[config.mk]
export PLATFORM = sky130hd
export DESIGN_NAME = ald_arith_logic_datapath
export DESIGN_NICKNAME = d
export VERILOG_FILES = /design/src/rtl/ald_pkg.sv /design/src/rtl/ald_arith_logic_datapath.sv
export VERILOG_INCLUDE_DIRS = /design/src /design/src/rtl
export SDC_FILE = /design/constraint.sdc
export NUM_CORES = 1
export LEC_CHECK = 0
export BUFFER_PORTS_ARGS = -buffer_cell sky130_fd_sc_hd__buf_4
export CAP_MARGIN = 20
export CORE_MARGIN = 3
export CORE_UTILIZATION = 25
export CTS_BUF_LIST = sky130_fd_sc_hd__clkbuf_4 sky130_fd_sc_hd__clkbuf_8 sky130_fd_sc_hd__clkbuf_16
export DETAILED_ROUTE_END_ITERATION = 8
export SYNTH_ARGS = -nofsm -noshare
export SYNTH_HDL_FRONTEND = slang
export SYNTH_SLANG_ARGS = --single-unit
[constraint.sdc]
create_clock -name pclk -period 3.6 [get_ports pclk]
set_clock_uncertainty 0.2 [all_clocks]
set_input_delay 0.36 -clock pclk [delete_from_list [all_inputs] [get_ports pclk]]
set_output_delay 0.36 -clock pclk [all_outputs]
set_load 0.02 [all_outputs]
[src/rtl/ald_regs.svh]
// register offsets, field positions, reset values and constants of the datapath
`ifndef ALD_REGS_SVH
`define ALD_REGS_SVH

// ----------------------------------------------------------------
// register byte offsets
// ----------------------------------------------------------------
`define ALD_DEST_OFFS    12'h000
`define ALD_SRC_OFFS     12'h004
`define ALD_PAIR_HI_OFFS 12'h008
`define ALD_FLAGS_OFFS   12'h00c
`define ALD_CMD_OFFS     12'h010
`define ALD_STAT_OFFS    12'h014

// ----------------------------------------------------------------
// field positions
// ----------------------------------------------------------------
`define ALD_CMD_OP_MSB   3
`define ALD_STAT_BUSY    0
`define ALD_STAT_ILLEGAL 1
`define ALD_WIMM_MSB     5

// ----------------------------------------------------------------
// reset values and constants
// ----------------------------------------------------------------
`define ALD_DATA_RST     8'h00
`define ALD_FLAGS_RST    6'h00
`define ALD_OP_RST       4'h0
`define ALD_OP_LAST      4'he
`define ALD_ALL_ONES     8'hff

`endif

[src/rtl/ald_pkg.sv]
// types shared by the arithmetic and logic datapath
package ald_pkg;

  // operation codes, in command register order
  typedef enum logic [3:0] {
    op_add,
    op_add_carry,
    op_sub,
    op_subtract_constant,
    op_subtract_with_borrow,
    op_subtract_constant_with_borrow,
    op_word_immediate_sum,
    op_word_immediate_difference,
    op_and,
    op_mask_with_constant,
    op_or,
    op_merge_with_constant,
    op_zero_or_minus_check,
    op_bit_set_by_mask,
    op_bit_clear_by_mask
  } ald_op_t;

  // status flags; c in bit 0 up to h in bit 5
  typedef struct packed {
    logic h;
    logic s;
    logic v;
    logic n;
    logic z;
    logic c;
  } ald_flags_t;

  // byte adder outcome
  typedef struct packed {
    logic [7:0] res;
    logic       c;
    logic       h;
    logic       v;
  } ald_sum_t;

  typedef enum {st_idle, st_exec, st_word_hi} ald_state_t;

endpackage

[src/rtl/ald_arith_logic_datapath.sv]
// 8-bit arithmetic and logic datapath with apb register access
//
// Summary of operation
// RULE1: add two bytes, optional carry in; update z,c,n,v,h; one cycle
// RULE2: register minus constant stored; update z,c,n,v,h; one cycle
// RULE3: register minus source minus carry stored; update z,c,n,v,h; one cycle
// RULE4: register minus constant minus carry stored; update z,c,n,v,h; one cycle
// RULE5: pair plus immediate into 16-bit pair; update z,c,n,v,s; two cycles
// RULE6: pair minus immediate, both halves written; update z,c,n,v,s; two cycles
// RULE7: and with register or constant; update z,n,v only; one cycle
// RULE8: or with register or constant; update z,n,v only; one cycle
// RULE9: test ands register with itself, value kept; update z,n,v; one cycle
// RULE10: bit set ors register with mask; update z,n,v; one cycle
// RULE11: bit clear ands with ff minus mask; update z,n,v; one cycle
// RULE12: flags not touched by an operation keep their value
//
// Added by the designer: the APB interface to the registers and the address map.
`timescale 1ns/1ps
`include "ald_regs.svh"
`default_nettype none

module ald_arith_logic_datapath (
  // clock and reset
  input  wire logic              pclk,
  input  wire logic              presetn,
  // apb slave
  input  wire logic              psel,
  input  wire logic              penable,
  input  wire logic              pwrite,
  input  wire logic [11:0]       paddr,
  input  wire logic [31:0]       pwdata,
  input  wire logic [3:0]        pstrb,
  output logic      [31:0]       prdata,
  output logic                   pready,
  output logic                   pslverr,
  // core side status
  output logic                   busy,
  output ald_pkg::ald_flags_t    flags
);

  // ----------------------------------------------------------------
  // functions
  // ----------------------------------------------------------------

  // byte add with carry in, half carry and overflow
  function automatic ald_pkg::ald_sum_t add8(input logic [7:0] a,
                                             input logic [7:0] b,
                                             input logic       ci);
    ald_pkg::ald_sum_t o;
    logic [8:0]        t;
    logic [4:0]        lo;
    t     = {1'b0, a} + {1'b0, b} + {8'h00, ci};
    lo    = {1'b0, a[3:0]} + {1'b0, b[3:0]} + {4'h0, ci};
    o.res = t[7:0];
    o.c   = t[8];
    o.h   = lo[4];
    o.v   = (a[7] & b[7] & ~t[7]) | (~a[7] & ~b[7] & t[7]);
    return o;
  endfunction

  // byte subtract with borrow in; c and h become borrows
  function automatic ald_pkg::ald_sum_t sub8(input logic [7:0] a,
                                             input logic [7:0] b,
                                             input logic       bi);
    ald_pkg::ald_sum_t o;
    o   = add8(a, ~b, ~bi);
    o.c = ~o.c;
    o.h = ~o.h;
    return o;
  endfunction

  // address decode
  function automatic logic mapped(input logic [11:0] a);
    return a == `ALD_DEST_OFFS || a == `ALD_SRC_OFFS || a == `ALD_PAIR_HI_OFFS ||
           a == `ALD_FLAGS_OFFS || a == `ALD_CMD_OFFS || a == `ALD_STAT_OFFS;
  endfunction

  // ----------------------------------------------------------------
  // state
  // ----------------------------------------------------------------
  ald_pkg::ald_state_t state_reg, state_next;
  ald_pkg::ald_op_t    op_reg, op_next;
  ald_pkg::ald_flags_t flags_reg, flags_next;
  logic [7:0]          dest_reg, dest_next;
  logic [7:0]          src_reg, src_next;
  logic [7:0]          pair_hi_reg, pair_hi_next;
  logic                wcarry_reg, wcarry_next;
  logic                illegal_reg, illegal_next;
  logic [31:0]         prdata_reg, prdata_next;
  logic                wr_ok;
  logic                ex;
  ald_pkg::ald_sum_t   s8;
  logic [7:0]          lres;
  logic [7:0]          wimm;

  // apb handshake: zero wait states, errors on unmapped reads or writes and on busy writes
  assign pready  = 1'b1;
  assign pslverr = psel & penable & (~mapped(paddr) | (pwrite & busy));
  assign wr_ok   = psel & penable & pwrite & mapped(paddr) & ~busy & pstrb[0];
  assign busy    = state_reg != ald_pkg::st_idle;
  assign ex      = state_reg == ald_pkg::st_exec;
  assign flags   = flags_reg;
  assign prdata  = prdata_reg;
  assign wimm    = {2'b00, src_reg[`ALD_WIMM_MSB:0]};

  // ----------------------------------------------------------------
  // next-state and datapath
  // ----------------------------------------------------------------
  always_comb begin
    state_next   = state_reg;
    op_next      = op_reg;
    flags_next   = flags_reg; // RULE12
    dest_next    = dest_reg;
    src_next     = src_reg;
    pair_hi_next = pair_hi_reg;
    wcarry_next  = wcarry_reg;
    illegal_next = illegal_reg;
    prdata_next  = prdata_reg;
    s8           = add8(dest_reg, src_reg, 1'b0);
    lres         = dest_reg;

    // read data captured in the setup phase
    if (psel & ~penable) begin
      unique case (paddr)
        `ALD_DEST_OFFS:    prdata_next = {24'h000000, dest_reg};
        `ALD_SRC_OFFS:     prdata_next = {24'h000000, src_reg};
        `ALD_PAIR_HI_OFFS: prdata_next = {24'h000000, pair_hi_reg};
        `ALD_FLAGS_OFFS:   prdata_next = {26'h0000000, flags_reg};
        `ALD_CMD_OFFS:     prdata_next = {28'h0000000, op_reg};
        `ALD_STAT_OFFS:    prdata_next = {30'h00000000, illegal_reg, busy};
        default:           prdata_next = 32'h00000000;
      endcase
    end

    // register writes while idle
    if (wr_ok) begin
      unique case (paddr)
        `ALD_DEST_OFFS:    dest_next = pwdata[7:0];
        `ALD_SRC_OFFS:     src_next = pwdata[7:0];
        `ALD_PAIR_HI_OFFS: pair_hi_next = pwdata[7:0];
        `ALD_FLAGS_OFFS:   flags_next = pwdata[5:0];
        `ALD_CMD_OFFS: begin
          if (pwdata[`ALD_CMD_OP_MSB:0] <= `ALD_OP_LAST) begin
            op_next      = ald_pkg::ald_op_t'(pwdata[`ALD_CMD_OP_MSB:0]);
            illegal_next = 1'b0;
            state_next   = ald_pkg::st_exec;
          end else begin
            illegal_next = 1'b1;
          end
        end
        default: illegal_next = 1'b1; // status is read-only
      endcase
    end

    // execution
    unique case (state_reg)
      ald_pkg::st_idle: begin
      end
      ald_pkg::st_exec: begin
        state_next = ald_pkg::st_idle;
        unique case (op_reg)
          ald_pkg::op_add:
            s8 = add8(dest_reg, src_reg, 1'b0); // RULE1
          ald_pkg::op_add_carry:
            s8 = add8(dest_reg, src_reg, flags_reg.c); // RULE1
          ald_pkg::op_sub, ald_pkg::op_subtract_constant:
            s8 = sub8(dest_reg, src_reg, 1'b0); // RULE2
          ald_pkg::op_subtract_with_borrow:
            s8 = sub8(dest_reg, src_reg, flags_reg.c); // RULE3
          ald_pkg::op_subtract_constant_with_borrow:
            s8 = sub8(dest_reg, src_reg, flags_reg.c); // RULE4
          ald_pkg::op_word_immediate_sum:
            s8 = add8(dest_reg, wimm, 1'b0); // RULE5
          ald_pkg::op_word_immediate_difference:
            s8 = sub8(dest_reg, wimm, 1'b0); // RULE6
          ald_pkg::op_and, ald_pkg::op_mask_with_constant:
            lres = dest_reg & src_reg; // RULE7
          ald_pkg::op_or, ald_pkg::op_merge_with_constant:
            lres = dest_reg | src_reg; // RULE8
          ald_pkg::op_zero_or_minus_check:
            lres = dest_reg & dest_reg; // RULE9
          ald_pkg::op_bit_set_by_mask:
            lres = dest_reg | src_reg; // RULE10
          ald_pkg::op_bit_clear_by_mask:
            lres = dest_reg & (`ALD_ALL_ONES - src_reg); // RULE11
          default: lres = dest_reg;
        endcase
        if (op_reg <= ald_pkg::op_subtract_constant_with_borrow) begin
          // byte arithmetic: z,c,n,v,h; s kept
          dest_next    = s8.res;
          flags_next.z = s8.res == 8'h00;
          flags_next.c = s8.c;
          flags_next.n = s8.res[7];
          flags_next.v = s8.v;
          flags_next.h = s8.h;
        end else if (op_reg == ald_pkg::op_word_immediate_sum ||
                     op_reg == ald_pkg::op_word_immediate_difference) begin
          // low half now, high half and flags next cycle
          dest_next   = s8.res;
          wcarry_next = s8.c;
          state_next  = ald_pkg::st_word_hi;
        end else begin
          // logic group: z,n from result, v cleared; others kept
          dest_next    = lres;
          flags_next.z = lres == 8'h00;
          flags_next.n = lres[7];
          flags_next.v = 1'b0;
        end
      end
      ald_pkg::st_word_hi: begin
        state_next = ald_pkg::st_idle;
        if (op_reg == ald_pkg::op_word_immediate_sum) begin
          s8           = add8(pair_hi_reg, 8'h00, wcarry_reg);
          flags_next.v = ~pair_hi_reg[7] & s8.res[7]; // RULE5
          flags_next.c = ~s8.res[7] & pair_hi_reg[7];
        end else begin
          s8           = sub8(pair_hi_reg, 8'h00, wcarry_reg);
          flags_next.v = pair_hi_reg[7] & ~s8.res[7]; // RULE6
          flags_next.c = s8.res[7] & ~pair_hi_reg[7];
        end
        pair_hi_next = s8.res;
        flags_next.z = {s8.res, dest_reg} == 16'h0000;
        flags_next.n = s8.res[7];
        flags_next.s = s8.res[7] ^ flags_next.v;
      end
    endcase
  end

  // ----------------------------------------------------------------
  // registers
  // ----------------------------------------------------------------
  always_ff @(posedge pclk or negedge presetn) begin
    if (!presetn) begin
      state_reg   <= ald_pkg::st_idle;
      op_reg      <= ald_pkg::ald_op_t'(`ALD_OP_RST);
      flags_reg   <= `ALD_FLAGS_RST;
      dest_reg    <= `ALD_DATA_RST;
      src_reg     <= `ALD_DATA_RST;
      pair_hi_reg <= `ALD_DATA_RST;
      wcarry_reg  <= 1'b0;
      illegal_reg <= 1'b0;
      prdata_reg  <= 32'h00000000;
    end else begin
      state_reg   <= state_next;
      op_reg      <= op_next;
      flags_reg   <= flags_next;
      dest_reg    <= dest_next;
      src_reg     <= src_next;
      pair_hi_reg <= pair_hi_next;
      wcarry_reg  <= wcarry_next;
      illegal_reg <= illegal_next;
      prdata_reg  <= prdata_next;
    end
  end
endmodule

`default_nettype wire

==> run metrics <==
residual DRC count 0; antenna-violating nets left 0; Main synth FF type dfrtp_1; die span in y 155 µm; first-pass GRT wire length 29300 µm; CTS buffer count 5; Total Die Area between 20000 and 25000 µm²; final layout net count 864; maximum number of pins on one net before global-route repair 47; minimum setup slack in the final design 0.191 ns; area share of the largest cell type after synthesis 0.207; vias post-DR 5533; Slew Viols, Final 0; kind of end point of the critical path register; critical setup path kind reg -> reg; final estimated routing congestion in global placement 0.940; CTS tree done; Arr. time, crit path 3.39 ns; Setup WS pre-CTS 0.0396 ns; clock input transition at the sequential cells of the worst setup and hold paths roughly 0.07 ns; placement row count 54; number of global-route vias before repair 5222; final HPWL from detailed placement 14800 µm; final cell area excluding filler cells roughly 6600 µm²; launching element type of the critical path register; area of the multi-input gates 4070 µm²; area taken by flip-flops and latches 1150 µm²; Highest Clock Rate between 200 and 300 MHz; Final period util 0.947; clock period minus final worst setup slack 3.41 ns; share of the core filled with cells in the final layout 0.303; number of clock sinks 46; fraction of final layout cells with drive strength greater than 1 0.204; Critical Path RT 3.58 ns; Fillers 2370; H-tree levels 2; Core Footprint 21900 µm²; worst slew margin relative to its limit 0.527; highest-count cells in the layout ignoring fill and taps buf_4, nand2_1, nor2_1; final routed wire length divided by cell count 17.7 µm; horizontal die dimension 155 µm; total power 0.00115 W; top-level I/O count between 90 and 100; Cell Area, Placed between 6000 and 7000 µm²; number of synthesized flops with an enable pin 0; unrepaired setup endpoints after global routing no; power density over the cells 174 nW/µm²; number of setup buffers added after CTS 0; cell at the root of the clock tree clkbuf_16; largest buffer count on any clock path 2; Seq cells post-synth 46; commonest non-fill, non-tap cell in the layout buf_4; async set-reset flop share out of synthesis 1.00; Post-Route WL about 19000 µm; IR Drop Worst-Case VDD 0.124 mV; remaining global-route overflow 0; hold violation total from the final report 0; IO Port Bufs 41; share of the yosys chip area belonging to registers 0.207; Clock Latency Late Sink 0.29 ns; initial antenna violation count 0; Netlist Area Pre-Place about 5600 µm²; run status finished, final reports clean; Pre-antenna DRT Iters 5; count of endpoints failing setup in the final report 0; count of inserted antenna diode cells 0; overall track demand over capacity in global routing 0.150; Worst Hold Class in -> reg; number of standard cells after synthesis between 600 and 700; largest area contributor in the synthesized netlist dfrtp_1; drt initial violations slightly above 600; area growth from synthesis to layout 19.1%; Avg Synthesized Cell Area 8.02 µm²; number of library cell types mapped by synthesis 78; static leakage 2.73 nW; Starting Density 0.255; mean number of vias per cell 5.30; slew at the pin with the worst max-slew slack 0.702 ns; cell types with the largest area share after synthesis dfrtp_1, ha_1, mux2i_1; CP Max Fanout 5; count of yosys warnings during synthesis 0; number of maximum-capacitance violations 0; final-layout setup total negative slack 0 ns
-- through the flow --
stage | cells | hold slack (ns)
2_1_floorplan | 718 | -0.136
3_3_place_gp | 1036 | 0.213
3_5_place_dp | 1036 | 0.217
4_1_cts | 1044 | 0.148
5_1_grt | 1044 | 0.146
6_report | 1044 | 0.146
-- report_power, final --
| part | internal (W) | switching (W) |
|---|---|---|
| sequential | 0.000519 | 0.00000160 |
| combinational | 0.0000309 | 0.0000695 |
| clock | 0.000343 | 0.000190 |
-- kinds of logic (layout without fill, tap and decap cells) --
kind of cell,Yosys count,in the layout,synth area share
other cells,2,25,0.00135
simple gates,222,222,0.205
mux,42,42,0.0806
flops,46,46,0.207
fa+ha+maj,47,47,0.110
compound gates,202,202,0.251
xor+xnor,33,33,0.0545
buf+inv,101,147,0.0916
-- metal layers --
layer,GRT usage,up-vias,wire (µm)
li1,-,2638,-
met3,0.0186,22,997
met4,0.0342,0,335
met5,0,-,0
met2,0.236,184,8630
met1,0.218,2689,8550
-- cells in the mapped netlist (7+ instances only) --
cell type  number
nand4_1         8
clkbuf_1       22
nand2_1        61
o211ai_1       13
a22oi_1         9
nor2b_1        12
o22ai_1         8
nor2_1         54
xnor2_1        18
ha_1           44
a211oi_1       14
inv_1          38
o221ai_1        7
a221oi_1        8
mux2_2         13
xor2_1         13
a31oi_1         9
dfrtp_1        46
nand3_1        21
o21ai_0        47
buf_4          26
nor3_1         17
mux2i_1        28
a21oi_1        29
-- worst paths after layout --
kind,startpoint,endpoint,slack (ns),cells after the start
setup / recovery,dest_reg[0],flags[1],0.19,12
hold / removal,pwdata[7],src_reg[7],0.15,2
setup reg to reg,dest_reg[0],flags[1],0.19,12
hold reg to reg,prdata[6],prdata[6],0.28,2
max in group asynchronous,presetn,dest_reg[3],2.34,2
min in group asynchronous,presetn,src_reg[5],0.45,2
-- area by class of cell --
cell class	count	share of cell area
Timing Repair Buffer	98	0.111
Tap cell	280	0.0528
Clock inverter	1	0.00452
Clock buffer	6	0.0209
Multi-Input combinational cell	571	0.614
Inverter	42	0.0237
Sequential cell	46	0.173
-- critical path, cell delays in order (launching register included) --
cell and delay, ns:
dfrtp_1 0.44, ha_1 0.27, inv_1 0.08, fa_2 0.28, o21bai_4 0.08, a21oi_2 0.35, xor2_2 0.21, o21ai_2 0.13
nor4_2 0.29, xor2_1 0.22, o22ai_1 0.15, a211o_1 0.31, o31ai_2 0.29
-- what timing repair did --
item | 4_1_cts | 5_1_grt
gates resized for setup | 0 | 15
endpoints found under the setup margin | 0 | 6
hold buffers | 1 | 0
endpoints found under the hold margin | 46 | 0
Power figures use the tool's default switching activity.
